$ cat src/flc_pkg.sv
// shared constants, types and device map for the flash command controller
package flc_pkg;

	// controller register word indices (byte address = index * 4)
	localparam logic [5:0]  REG_CTRL        = 6'h00;
	localparam logic [5:0]  REG_CFG         = 6'h01;
	localparam logic [5:0]  REG_ADDR        = 6'h02;
	localparam logic [5:0]  REG_WDATA       = 6'h03;
	localparam logic [5:0]  REG_RDATA       = 6'h04;
	localparam logic [5:0]  REG_STATUS      = 6'h05;

	// status field positions
	localparam int          STAT_BUSY       = 0;
	localparam int          STAT_ERR        = 1;
	localparam int          STAT_RDY        = 2;
	localparam int          STAT_MODE_LO    = 4;
	localparam int          STAT_REFUSED    = 7;
	localparam int          STAT_LOCKOUT    = 8;

	// reset values
	localparam logic        RST_BYTE_MODE   = 1'b0;
	localparam logic [20:0] RST_ADDR        = 21'h00_0000;
	localparam logic [15:0] RST_DATA        = 16'h0000;

	// operations written to the control register
	localparam logic [3:0]  OP_READ         = 4'h0;
	localparam logic [3:0]  OP_RESET        = 4'h1;
	localparam logic [3:0]  OP_AUTOSEL      = 4'h2;
	localparam logic [3:0]  OP_QUERY        = 4'h3;
	localparam logic [3:0]  OP_PROGRAM      = 4'h4;
	localparam logic [3:0]  OP_BYP_ENTER    = 4'h5;
	localparam logic [3:0]  OP_BYP_PROGRAM  = 4'h6;
	localparam logic [3:0]  OP_BYP_EXIT     = 4'h7;

	// device command cycles
	localparam logic [20:0] UNLK1_WORD      = 21'h00_0555;
	localparam logic [20:0] UNLK2_WORD      = 21'h00_02AA;
	localparam logic [20:0] UNLK1_BYTE      = 21'h00_0AAA;
	localparam logic [20:0] UNLK2_BYTE      = 21'h00_0555;
	localparam logic [20:0] QRY_WORD        = 21'h00_0055;
	localparam logic [20:0] QRY_BYTE        = 21'h00_00AA;
	localparam logic [15:0] UNLK1_DATA      = 16'h00AA;
	localparam logic [15:0] UNLK2_DATA      = 16'h0055;
	localparam logic [15:0] CMD_RESET       = 16'h00F0;
	localparam logic [15:0] CMD_AUTOSEL     = 16'h0090;
	localparam logic [15:0] CMD_PROGRAM     = 16'h00A0;
	localparam logic [15:0] CMD_BYPASS      = 16'h0020;
	localparam logic [15:0] CMD_QUERY       = 16'h0098;
	localparam logic [15:0] CMD_BYP_EXIT1   = 16'h0090;
	localparam logic [15:0] CMD_BYP_EXIT2   = 16'h0000;

	// status bits read back while programming
	localparam int          POLLING_BIT     = 7;
	localparam int          TIME_LIMIT_BIT  = 5;

	// expected extended query words at word offsets 40h..4Ch
	localparam logic [7:0]  EXT_QUERY_BASE  = 8'h40;
	localparam logic [15:0] EXT_QUERY [13]  = '{16'h0050, 16'h0052, 16'h0049, 16'h0031, 16'h0033,
	                                            16'h0008, 16'h0002, 16'h0001, 16'h0001, 16'h0004,
	                                            16'h0000, 16'h0000, 16'h0000};
	localparam logic [15:0] PROT_YES        = 16'h0001;
	localparam logic [15:0] PROT_NO         = 16'h0000;

	// pin timing, in ns and in clock cycles at 8 ns
	localparam int          CLK_NS          = 8;
	localparam int          T_SETUP_NS      = 8;
	localparam int          T_PULSE_NS      = 40;
	localparam int          T_READ_NS       = 80;
	localparam int          T_HOLD_NS       = 16;
	localparam logic [3:0]  SETUP_CYC       = 4'((T_SETUP_NS + CLK_NS - 1) / CLK_NS);
	localparam logic [3:0]  PULSE_CYC       = 4'((T_PULSE_NS + CLK_NS - 1) / CLK_NS);
	localparam logic [3:0]  READ_CYC        = 4'((T_READ_NS + CLK_NS - 1) / CLK_NS);
	localparam logic [3:0]  HOLD_CYC        = 4'((T_HOLD_NS + CLK_NS - 1) / CLK_NS);

	typedef enum logic [2:0] {
		ST_IDLE   = 3'b000,
		ST_ISSUE  = 3'b001,
		ST_WAIT   = 3'b011,
		ST_PISSUE = 3'b010,
		ST_PWAIT  = 3'b110
	} flc_state_e;

	typedef enum logic [1:0] {
		PH_IDLE  = 2'b00,
		PH_SETUP = 2'b01,
		PH_PULSE = 2'b11,
		PH_HOLD  = 2'b10
	} flc_phase_e;

	typedef enum logic [1:0] {
		MODE_READ   = 2'b00,
		MODE_AUTO   = 2'b01,
		MODE_QUERY  = 2'b11,
		MODE_BYPASS = 2'b10
	} flc_mode_e;

	// one pin cycle to perform
	typedef struct packed {
		logic        rd;
		logic        last;
		logic [20:0] addr;
		logic [15:0] data;
	} flc_cyc_s;

	// flash pins driven by the controller
	typedef struct packed {
		logic        ce_n;
		logic        we_n;
		logic        oe_n;
		logic        word_mode;
		logic [20:0] addr;
		logic [15:0] dq;
		logic        dq_oe;
	} flc_pins_s;

endpackage

$ cat src/flc_ctrl.sv
// host-side command controller for a parallel nor flash, with an ahb-lite register port
// Function
// - write needs chip select, write low, oe high
// - address at later fall, data earlier rise
// - bad sequence must be followed by reset
// - time limit error needs a reset write
// - unlock, unlock, autoselect enters autoselect mode
// - program is four cycles, width follows pin
// - unlock, unlock, 20h enters bypass; A0h programs
// - bypass accepts program and 90h/00h exit
// - 98h at 55h/AAh enters query mode
//
// Added by the designer: the placing of the registers and the AHB-Lite register port.
module flc_ctrl import flc_pkg::*; (
	// clock and reset
	input  wire logic        ref_clk_i,
	input  wire logic        reset_i,
	// ahb-lite slave
	input  wire logic        hsel_i,
	input  wire logic [31:0] haddr_i,
	input  wire logic [1:0]  htrans_i,
	input  wire logic        hwrite_i,
	input  wire logic [2:0]  hsize_i,
	input  wire logic [31:0] hwdata_i,
	input  wire logic        hready_i,
	output logic             hreadyout_o,
	output logic             hresp_o,
	output logic [31:0]      hrdata_o,
	// flash pins
	output flc_pins_s        flash_o,
	input  wire logic [15:0] flash_dq_i,
	input  wire logic        flash_ready_busy_i,
	input  wire logic        flash_supply_low_i
);

	typedef struct packed {
		flc_state_e  st;
		logic [3:0]  op;
		logic [1:0]  step;
		flc_mode_e   mode;
		logic        byte_mode;
		logic [20:0] addr;
		logic [15:0] wdata;
		logic [15:0] rdata;
		logic        err;
		logic        refused;
		logic        poll_second;
		logic        dp_valid;
		logic        dp_write;
		logic [5:0]  dp_idx;
	} flc_ctrl_s;

	flc_ctrl_s   s_reg;
	flc_ctrl_s   s_next;
	flc_cyc_s    seq_cyc;
	flc_cyc_s    bus_cyc;
	logic        bus_start;
	logic        bus_done;
	logic [15:0] bus_rdata;

	// cycle table per operation; unlock addresses depend on the width pin
	function automatic flc_cyc_s seq_cycle(input logic [3:0] op, input logic [1:0] step,
	                                       input logic bm, input logic [20:0] a, input logic [15:0] d);
		flc_cyc_s    c;
		logic [20:0] u2;
		u2     = bm ? UNLK2_BYTE : UNLK2_WORD;
		c      = '{rd: 1'b0, last: 1'b0, addr: (bm ? UNLK1_BYTE : UNLK1_WORD), data: UNLK1_DATA};
		case (op)
			OP_READ: c = '{rd: 1'b1, last: 1'b1, addr: a, data: RST_DATA};
			OP_RESET: begin
				c.data = CMD_RESET;
				c.last = 1'b1;
			end
			OP_QUERY: begin
				c.addr = bm ? QRY_BYTE : QRY_WORD;
				c.data = CMD_QUERY;
				c.last = 1'b1;
			end
			OP_AUTOSEL, OP_PROGRAM, OP_BYP_ENTER: begin
				case (step)
					2'd0: c.data = UNLK1_DATA;
					2'd1: begin
						c.addr = u2;
						c.data = UNLK2_DATA;
					end
					2'd2: begin
						c.data = (op == OP_AUTOSEL) ? CMD_AUTOSEL :
						         (op == OP_PROGRAM) ? CMD_PROGRAM : CMD_BYPASS;
						c.last = (op != OP_PROGRAM);
					end
					default: begin
						c.addr = a;
						c.data = d;
						c.last = 1'b1;
					end
				endcase
			end
			OP_BYP_PROGRAM: begin
				if (step == 2'd0) begin
					c.data = CMD_PROGRAM;
				end else begin
					c.addr = a;
					c.data = d;
					c.last = 1'b1;
				end
			end
			OP_BYP_EXIT: begin
				c.data = (step == 2'd0) ? CMD_BYP_EXIT1 : CMD_BYP_EXIT2;
				c.last = (step != 2'd0);
			end
			default: c.last = 1'b1;
		endcase
		return c;
	endfunction

	// which operations the device mode allows; bypass admits only reads and its own program and exit
	function automatic logic op_allowed(input logic [3:0] op, input flc_mode_e m);
		logic ok;
		ok = 1'b0;
		case (op)
			OP_READ:        ok = 1'b1;
			OP_RESET:       ok = (m != MODE_BYPASS);
			OP_QUERY:       ok = (m == MODE_READ) || (m == MODE_AUTO);
			OP_AUTOSEL:     ok = (m == MODE_READ);
			OP_PROGRAM:     ok = (m == MODE_READ);
			OP_BYP_ENTER:   ok = (m == MODE_READ);
			OP_BYP_PROGRAM: ok = (m == MODE_BYPASS);
			OP_BYP_EXIT:    ok = (m == MODE_BYPASS);
			default:        ok = 1'b0;
		endcase
		return ok;
	endfunction

	assign seq_cyc   = seq_cycle(s_reg.op, s_reg.step, s_reg.byte_mode, s_reg.addr, s_reg.wdata);
	assign bus_start = (s_reg.st == ST_ISSUE) || (s_reg.st == ST_PISSUE);
	// status polling reads the programmed address itself
	assign bus_cyc   = (s_reg.st == ST_PISSUE) ?
	                   flc_cyc_s'{rd: 1'b1, last: 1'b1, addr: s_reg.addr, data: RST_DATA} : seq_cyc;

	// register port, operation sequencer and polling
	always_comb begin
		s_next          = s_reg;
		s_next.dp_valid = hsel_i && htrans_i[1] && hready_i;
		if (s_next.dp_valid) begin
			s_next.dp_write = hwrite_i;
			s_next.dp_idx   = haddr_i[7:2];
		end
		// software writes first, so hardware events below win over a clear
		if (s_reg.dp_valid && s_reg.dp_write) begin
			case (s_reg.dp_idx)
				REG_CTRL: begin
					// a busy or lockout controller ignores the order; the device would too
					if (s_reg.st == ST_IDLE && !flash_supply_low_i &&
					    op_allowed(hwdata_i[3:0], s_reg.mode)) begin
						s_next.op          = hwdata_i[3:0];
						s_next.step        = 2'd0;
						s_next.poll_second = 1'b0;
						s_next.st          = ST_ISSUE;
					end else begin
						s_next.refused = 1'b1;
					end
				end
				REG_CFG: begin
					if (s_reg.st == ST_IDLE) begin
						s_next.byte_mode = hwdata_i[0];
					end
				end
				REG_ADDR: if (s_reg.st == ST_IDLE) s_next.addr = hwdata_i[20:0];
				REG_WDATA: if (s_reg.st == ST_IDLE) s_next.wdata = hwdata_i[15:0];
				REG_STATUS: begin
					if (hwdata_i[STAT_ERR]) s_next.err = 1'b0;
					if (hwdata_i[STAT_REFUSED]) s_next.refused = 1'b0;
				end
				default: ;
			endcase
		end
		case (s_reg.st)
			ST_IDLE: ;
			ST_ISSUE: s_next.st = ST_WAIT;
			ST_WAIT: begin
				if (bus_done) begin
					if (seq_cyc.rd) begin
						s_next.rdata = bus_rdata;
					end
					if (!seq_cyc.last) begin
						s_next.step = s_reg.step + 2'd1;
						s_next.st   = ST_ISSUE;
					end else begin
						s_next.st = ST_IDLE;
						case (s_reg.op)
							OP_RESET:       s_next.mode = MODE_READ;
							OP_AUTOSEL:     s_next.mode = MODE_AUTO;
							OP_QUERY:       s_next.mode = MODE_QUERY;
							OP_BYP_ENTER:   s_next.mode = MODE_BYPASS;
							OP_BYP_EXIT:    s_next.mode = MODE_READ;
							OP_PROGRAM, OP_BYP_PROGRAM: s_next.st = ST_PISSUE;
							default: ;
						endcase
					end
				end
			end
			ST_PISSUE: s_next.st = ST_PWAIT;
			ST_PWAIT: begin
				if (bus_done) begin
					s_next.rdata = bus_rdata;
					if (bus_rdata[POLLING_BIT] == s_reg.wdata[POLLING_BIT]) begin
						s_next.st   = ST_IDLE;
						s_next.mode = (s_reg.op == OP_BYP_PROGRAM) ? MODE_BYPASS : MODE_READ;
					end else if (s_reg.poll_second) begin
						// failed program: reset brings the device back to array read
						s_next.err  = 1'b1;
						s_next.op   = OP_RESET;
						s_next.step = 2'd0;
						s_next.st   = ST_ISSUE;
					end else begin
						s_next.poll_second = bus_rdata[TIME_LIMIT_BIT];
						s_next.st          = ST_PISSUE;
					end
				end
			end
			default: s_next.st = ST_IDLE;
		endcase
	end

	// device starts in array read after its own power-up reset
	always_ff @(posedge ref_clk_i) begin
		if (reset_i) begin
			s_reg <= '{st: ST_IDLE, op: OP_READ, step: 2'd0, mode: MODE_READ,
			           byte_mode: RST_BYTE_MODE, addr: RST_ADDR, wdata: RST_DATA,
			           rdata: RST_DATA, err: 1'b0, refused: 1'b0, poll_second: 1'b0,
			           dp_valid: 1'b0, dp_write: 1'b0, dp_idx: 6'h00};
		end else begin
			s_reg <= s_next;
		end
	end

	// zero-wait slave; read data muxed in the data phase so a write just before is seen
	always_comb begin
		hrdata_o = 32'h0000_0000;
		if (s_reg.dp_valid && !s_reg.dp_write) begin
			case (s_reg.dp_idx)
				REG_CTRL:   hrdata_o = {28'h000_0000, s_reg.op};
				REG_CFG:    hrdata_o = {31'h0000_0000, s_reg.byte_mode};
				REG_ADDR:   hrdata_o = {11'h000, s_reg.addr};
				REG_WDATA:  hrdata_o = {16'h0000, s_reg.wdata};
				REG_RDATA:  hrdata_o = {16'h0000, s_reg.rdata};
				REG_STATUS: begin
					hrdata_o[STAT_BUSY]                   = (s_reg.st != ST_IDLE);
					hrdata_o[STAT_ERR]                    = s_reg.err;
					hrdata_o[STAT_RDY]                    = flash_ready_busy_i;
					hrdata_o[STAT_MODE_LO +: 2]           = s_reg.mode;
					hrdata_o[STAT_REFUSED]                = s_reg.refused;
					hrdata_o[STAT_LOCKOUT]                = flash_supply_low_i;
				end
				default:    hrdata_o = 32'h0000_0000;
			endcase
		end
	end

	assign hreadyout_o = 1'b1;
	assign hresp_o     = 1'b0;

	flc_bus_cycle u_bus_cycle (
		.ref_clk_i   (ref_clk_i),
		.reset_i     (reset_i),
		.start_i     (bus_start),
		.cyc_i       (bus_cyc),
		.byte_mode_i (s_reg.byte_mode),
		.done_o      (bus_done),
		.rdata_o     (bus_rdata),
		.dq_i        (flash_dq_i),
		.pins_o      (flash_o)
	);

endmodule // flc_ctrl

$ cat src/flc_bus_cycle.sv
// single timed read or write cycle on the flash pins
module flc_bus_cycle import flc_pkg::*; (
	// clock and reset
	input  wire logic      ref_clk_i,
	input  wire logic      reset_i,
	// request
	input  wire logic      start_i,
	input  wire flc_cyc_s  cyc_i,
	input  wire logic      byte_mode_i,
	// answer
	output logic           done_o,
	output logic [15:0]    rdata_o,
	// pins
	input  wire logic [15:0] dq_i,
	output flc_pins_s      pins_o
);

	typedef struct packed {
		flc_phase_e  ph;
		logic [3:0]  cnt;
		flc_cyc_s    cyc;
		logic [15:0] rdata;
		logic        done;
	} flc_bc_s;

	flc_bc_s s_reg;
	flc_bc_s s_next;

	// phase sequencing; address stands from setup so both strobes fall onto a settled bus
	always_comb begin
		s_next      = s_reg;
		s_next.done = 1'b0;
		case (s_reg.ph)
			PH_IDLE: begin
				if (start_i) begin
					s_next.cyc = cyc_i;
					s_next.ph  = PH_SETUP;
					s_next.cnt = SETUP_CYC - 4'h1;
				end
			end
			PH_SETUP: begin
				if (s_reg.cnt == 4'h0) begin
					s_next.ph  = PH_PULSE;
					s_next.cnt = (s_reg.cyc.rd ? READ_CYC : PULSE_CYC) - 4'h1;
				end else begin
					s_next.cnt = s_reg.cnt - 4'h1;
				end
			end
			PH_PULSE: begin
				if (s_reg.cnt == 4'h0) begin
					if (s_reg.cyc.rd) begin
						s_next.rdata = dq_i;
					end
					s_next.ph  = PH_HOLD;
					s_next.cnt = HOLD_CYC - 4'h1;
				end else begin
					s_next.cnt = s_reg.cnt - 4'h1;
				end
			end
			PH_HOLD: begin
				if (s_reg.cnt == 4'h0) begin
					s_next.ph   = PH_IDLE;
					s_next.done = 1'b1;
				end else begin
					s_next.cnt = s_reg.cnt - 4'h1;
				end
			end
			default: s_next.ph = PH_IDLE;
		endcase
	end

	// strobes idle high from reset, so no write can be seen at power-up
	always_ff @(posedge ref_clk_i) begin
		if (reset_i) begin
			s_reg <= '{ph: PH_IDLE, cnt: 4'h0, cyc: '0, rdata: RST_DATA, done: 1'b0};
		end else begin
			s_reg <= s_next;
		end
	end

	// write: chip select and write strobe low together, output enable high throughout
	always_comb begin
		pins_o.ce_n      = !(s_reg.ph == PH_PULSE);
		pins_o.we_n      = !(s_reg.ph == PH_PULSE && !s_reg.cyc.rd);
		pins_o.oe_n      = !(s_reg.ph == PH_PULSE && s_reg.cyc.rd);
		pins_o.word_mode = !byte_mode_i;
		pins_o.addr      = s_reg.cyc.addr;
		pins_o.dq        = s_reg.cyc.data;
		pins_o.dq_oe     = (s_reg.ph != PH_IDLE) && !s_reg.cyc.rd;
	end

	assign done_o  = s_reg.done;
	assign rdata_o = s_reg.rdata;

endmodule // flc_bus_cycle

$ cat config.mk
export PLATFORM = sky130hd
export DESIGN_NAME = flc_ctrl
export DESIGN_NICKNAME = d
export VERILOG_FILES = /design/src/flc_pkg.sv /design/src/flc_ctrl.sv /design/src/flc_bus_cycle.sv
export SDC_FILE = /design/constraint.sdc
export NUM_CORES = 1
export LEC_CHECK = 0
export ABC_AREA = 1
export BUFFER_PORTS_ARGS = -buffer_cell sky130_fd_sc_hd__buf_2
export CORE_ASPECT_RATIO = 1.4
export CORE_UTILIZATION = 45
export DETAILED_ROUTE_END_ITERATION = 10
export PLACE_DENSITY = 0.65
export SYNTH_ARGS = -nofsm -noshare
export SYNTH_HDL_FRONTEND = slang
export SYNTH_SLANG_ARGS = --single-unit
$ cat constraint.sdc
create_clock -name ref_clk_i -period 1.9 [get_ports ref_clk_i]
set_input_delay 0 -clock ref_clk_i [delete_from_list [all_inputs] [get_ports ref_clk_i]]
set_output_delay 0 -clock ref_clk_i [all_outputs]
set_load 0.05 [all_outputs]
==> impl_metrics.json <==
{
  "yosysMostFrequentCell": "nand2_1",
  "synth_common_cells": "nand2_1, nor2_1, dfxtp_1, o21ai_0, a21oi_1",
  "period_share_pct": 101,
  "synth_area_leader_cell": "dfxtp_1",
  "cp_max_fo": 5,
  "root_buffer": "clkbuf_16",
  "drc_errors": 0,
  "diodes": 0,
  "outcome": "finished with violations",
  "synthSimpleGateAreaFrac_pct": 26.1,
  "worst_path_max_delay_cell": "dfxtp_2",
  "cp-start-kind": "register",
  "period_needed_ps": 1920,
  "synthXorXnorAreaFrac_pct": 0.252,
  "grt-ovfl-total": 0,
  "yosysTopAreaCellShare_pct": 39.5,
  "layout_setup_ws_ps": -21.0,
  "drv_slew": 0,
  "crit_type": "register to primary output",
  "synth_area_leaders": "dfxtp_1, nand2_1, nor2_1, o21ai_0, a21oi_1",
  "synth_area_um2": 6950,
  "synth-compound-area-share_pct": 20.1,
  "start_util_pct": 46.2,
  "cap_violations": 0,
  "dp_hpwl_um": 14500,
  "pin_count": 168,
  "ant_nets": 0,
  "firstDrtPassIters": 5,
  "synth-main-ff-cell": "dfxtp_1",
  "r2r_cells": 11,
  "tritoncts": "done",
  "critPathLaunch": "s_reg[5]$_SDFFE_PP0P_",
  "r2r_start": "s_reg[70]$_SDFF_PP0_",
  "die_width_um": 107,
  "clk_pin_slew_ps": 60,
  "vias": 7050,
  "avgSynthCellArea_um2": 6.79,
  "largest_reg_flops": 76,
  "antenna_found_initial": 0,
  "p_leak_nw": 4.07,
  "synthArstFlopShare_pct": 0,
  "skew_ps": 12.2,
  "power_density_nw_per_um2": 707,
  "cts_htree_levels": 4,
  "max_freq_mhz": 521,
  "synth_top_family_by_area": "simple AND/OR/NAND/NOR gates",
  "grt_usage_pct": 25.6,
  "post_drt_wl_per_cell_um": 14.9,
  "io_buffers": 113,
  "cp.arrival_ps": 1920,
  "drive_above_1_share_pct": 23.2,
  "fillCellCount": 1400,
  "crit_end": "hrdata_o[0]",
  "die_area_um2": 16000,
  "numCtsBuffers": 17,
  "gp_congestion": 0.935,
  "synth-seq-cells": 137,
  "grt_pass1_wl_um": 32100,
  "grt_max_degree": 45,
  "grt_pass1_vias": 6625,
  "yosys_warnings": 0,
  "seq_area_frac_synth_pct": 39.5,
  "cp.required_ps": 1900,
  "multiInputGateArea_um2": 3590,
  "clock_sink_count": 137,
  "ys_types": 36,
  "avgViaCountPerCell": 5.14,
  "nNetsFinal": 1266,
  "reg2reg_slack_ps": 120,
  "clk_path_buf_depth": 2,
  "p_total_mw": 6.45,
  "syn-instance-count": 1024,
  "rsz0062_at_grt": "true",
  "setup-violations-final": 3,
  "synth_edf_count": 0,
  "drt-total-wl_um": 20400,
  "hold_violations": 0,
  "std_cell_rows": 53,
  "synthToLayoutAreaGrowth_pct": 31.3,
  "muxShareOfSynthArea_pct": 0,
  "hold_path.class": "input port to register",
  "path_cells": "nor2_4 -> nand2_4 -> nor2_4 -> buf_6 -> nand2_4 -> nor2_2 -> a21oi_2 -> a31oi_2 -> buf_6",
  "dr.first_iter.drc_count": 498,
  "violations": "negative setup slack",
  "setup-tns-final_ps": -45.6,
  "synth_adder_area_share_pct": 1.08,
  "die_h_um": 149,
  "crit_path_end_kind": "primary output",
  "core_um2": 15100,
  "peakVddDrop_mv": 0.583,
  "slowest_delay_ps": 330,
  "r2r_end": "u_bus_cycle.pins_o[29]$_SDFFE_PP0P_",
  "clk_latency_ps": 420,
  "seq_area_um2": 2750
}
==> metrics by stage <==
stage                     cells  hold slack (ps)  worst slack, ps  utilization (%)  instance area (µm²)
after global placement     1289              222              124             51.0                 7680
final                      1371             76.9            -21.0             60.6                 9130
after global routing       1371              126            -80.9             60.6                 9130
after CTS                  1368             87.2            -14.0             59.4                 8940
after detailed placement   1289              226              121             51.0                 7680
after floorplan            1035              135             3.28                -                 7040
==> cells by family (layout without fill, tap and decap cells) <==
family                   after synthesis  count (layout)
XOR/XNOR                               2               2
buffers and inverters                181             325
AND/OR/NAND/NOR                      441             441
adder cells (fa/ha/maj)                6               6
other                                  2              13
flip-flops                           137             137
AO/OA/AOI/OAI                        255             255
==> area by class of cell <==
cell class | count | share of cell area (%)
clock inverter | 12 | 1.43
sequential | 137 | 30.1
inverter | 85 | 3.62
tap | 192 | 2.63
multi-input combinational | 717 | 39.3
clock buffer | 18 | 4.70
timing repair buffer | 210 | 18.2
==> how the worst min path moves through the flow <==
stage                         startpoint                                    to  slack, ps  cells after the start
final                            reset_i                s_reg[65]$_SDFFE_PP0P_         80                      4
after global routing             reset_i                s_reg[65]$_SDFFE_PP0P_        130                      4
after CTS                        reset_i                s_reg[65]$_SDFFE_PP0P_         90                      4
after detailed placement   flash_dq_i[6]   u_bus_cycle.rdata_o[6]$_SDFFE_PP0P_        230                      3
after global placement    flash_dq_i[11]  u_bus_cycle.rdata_o[11]$_SDFFE_PP0P_        220                      3
after floorplan             hwdata_i[12]                s_reg[55]$_SDFFE_PP0P_        130                      2
==> routing by layer <==
layer  track usage [%]  routed length (µm)
met1              30.8                8620
met2              45.4               10400
met3              3.23                 743
met4              11.1                 591
met5                 0                   0
==> report_power, final <==
part           leakage [nW]  internal, mW  total (mW)  switching [mW]
clock network         0.260          1.91        3.16            1.25
logic                  2.71         0.166       0.395           0.229
registers              1.11          2.88        2.89         0.00913
total                  4.07          4.96        6.45            1.49
==> timing repair <==
| item | CTS | global route |
|---|---|---|
| setup endpoints to repair | 18 | 59 |
| hold buffers | 44 | 0 |
| resized for setup | 63 | 51 |
| endpoints found under the hold margin | 64 | 0 |
| cloned | 1 | 1 |
| pin swaps | 7 | 14 |
| buffers inserted | 4 | 2 |
==> worst max-delay path: cells and delay by family (launching register included) <==
kind | cells | cell delay, ps
buf+inv | 2 | 330
compound gates | 2 | 330
flops | 1 | 330
simple gates | 5 | 520
==> layout by cell type, fill, tap and decap left out, types with 7 or more instances in the layout <==
cell type      Yosys  layout
o21ai_0          110     108
o211ai_1          16      16
buf_4             53      39
dlygate4sd3_1      0      44
inv_2              5      13
nor2_1           156     147
nand2_2            5      15
clkbuf_16          0      18
nand3_1           48      47
dfxtp_1          137     132
nand2_1          211     198
buf_6              0      20
a21oi_1           91      83
a22oi_1           15      13
conb_1             2      13
nor2_2             3       9
inv_1             77      67
a21oi_2            0       7
buf_2             12      94
nand4_1            8       8
Note: power is estimated with default switching activity, not from simulation.
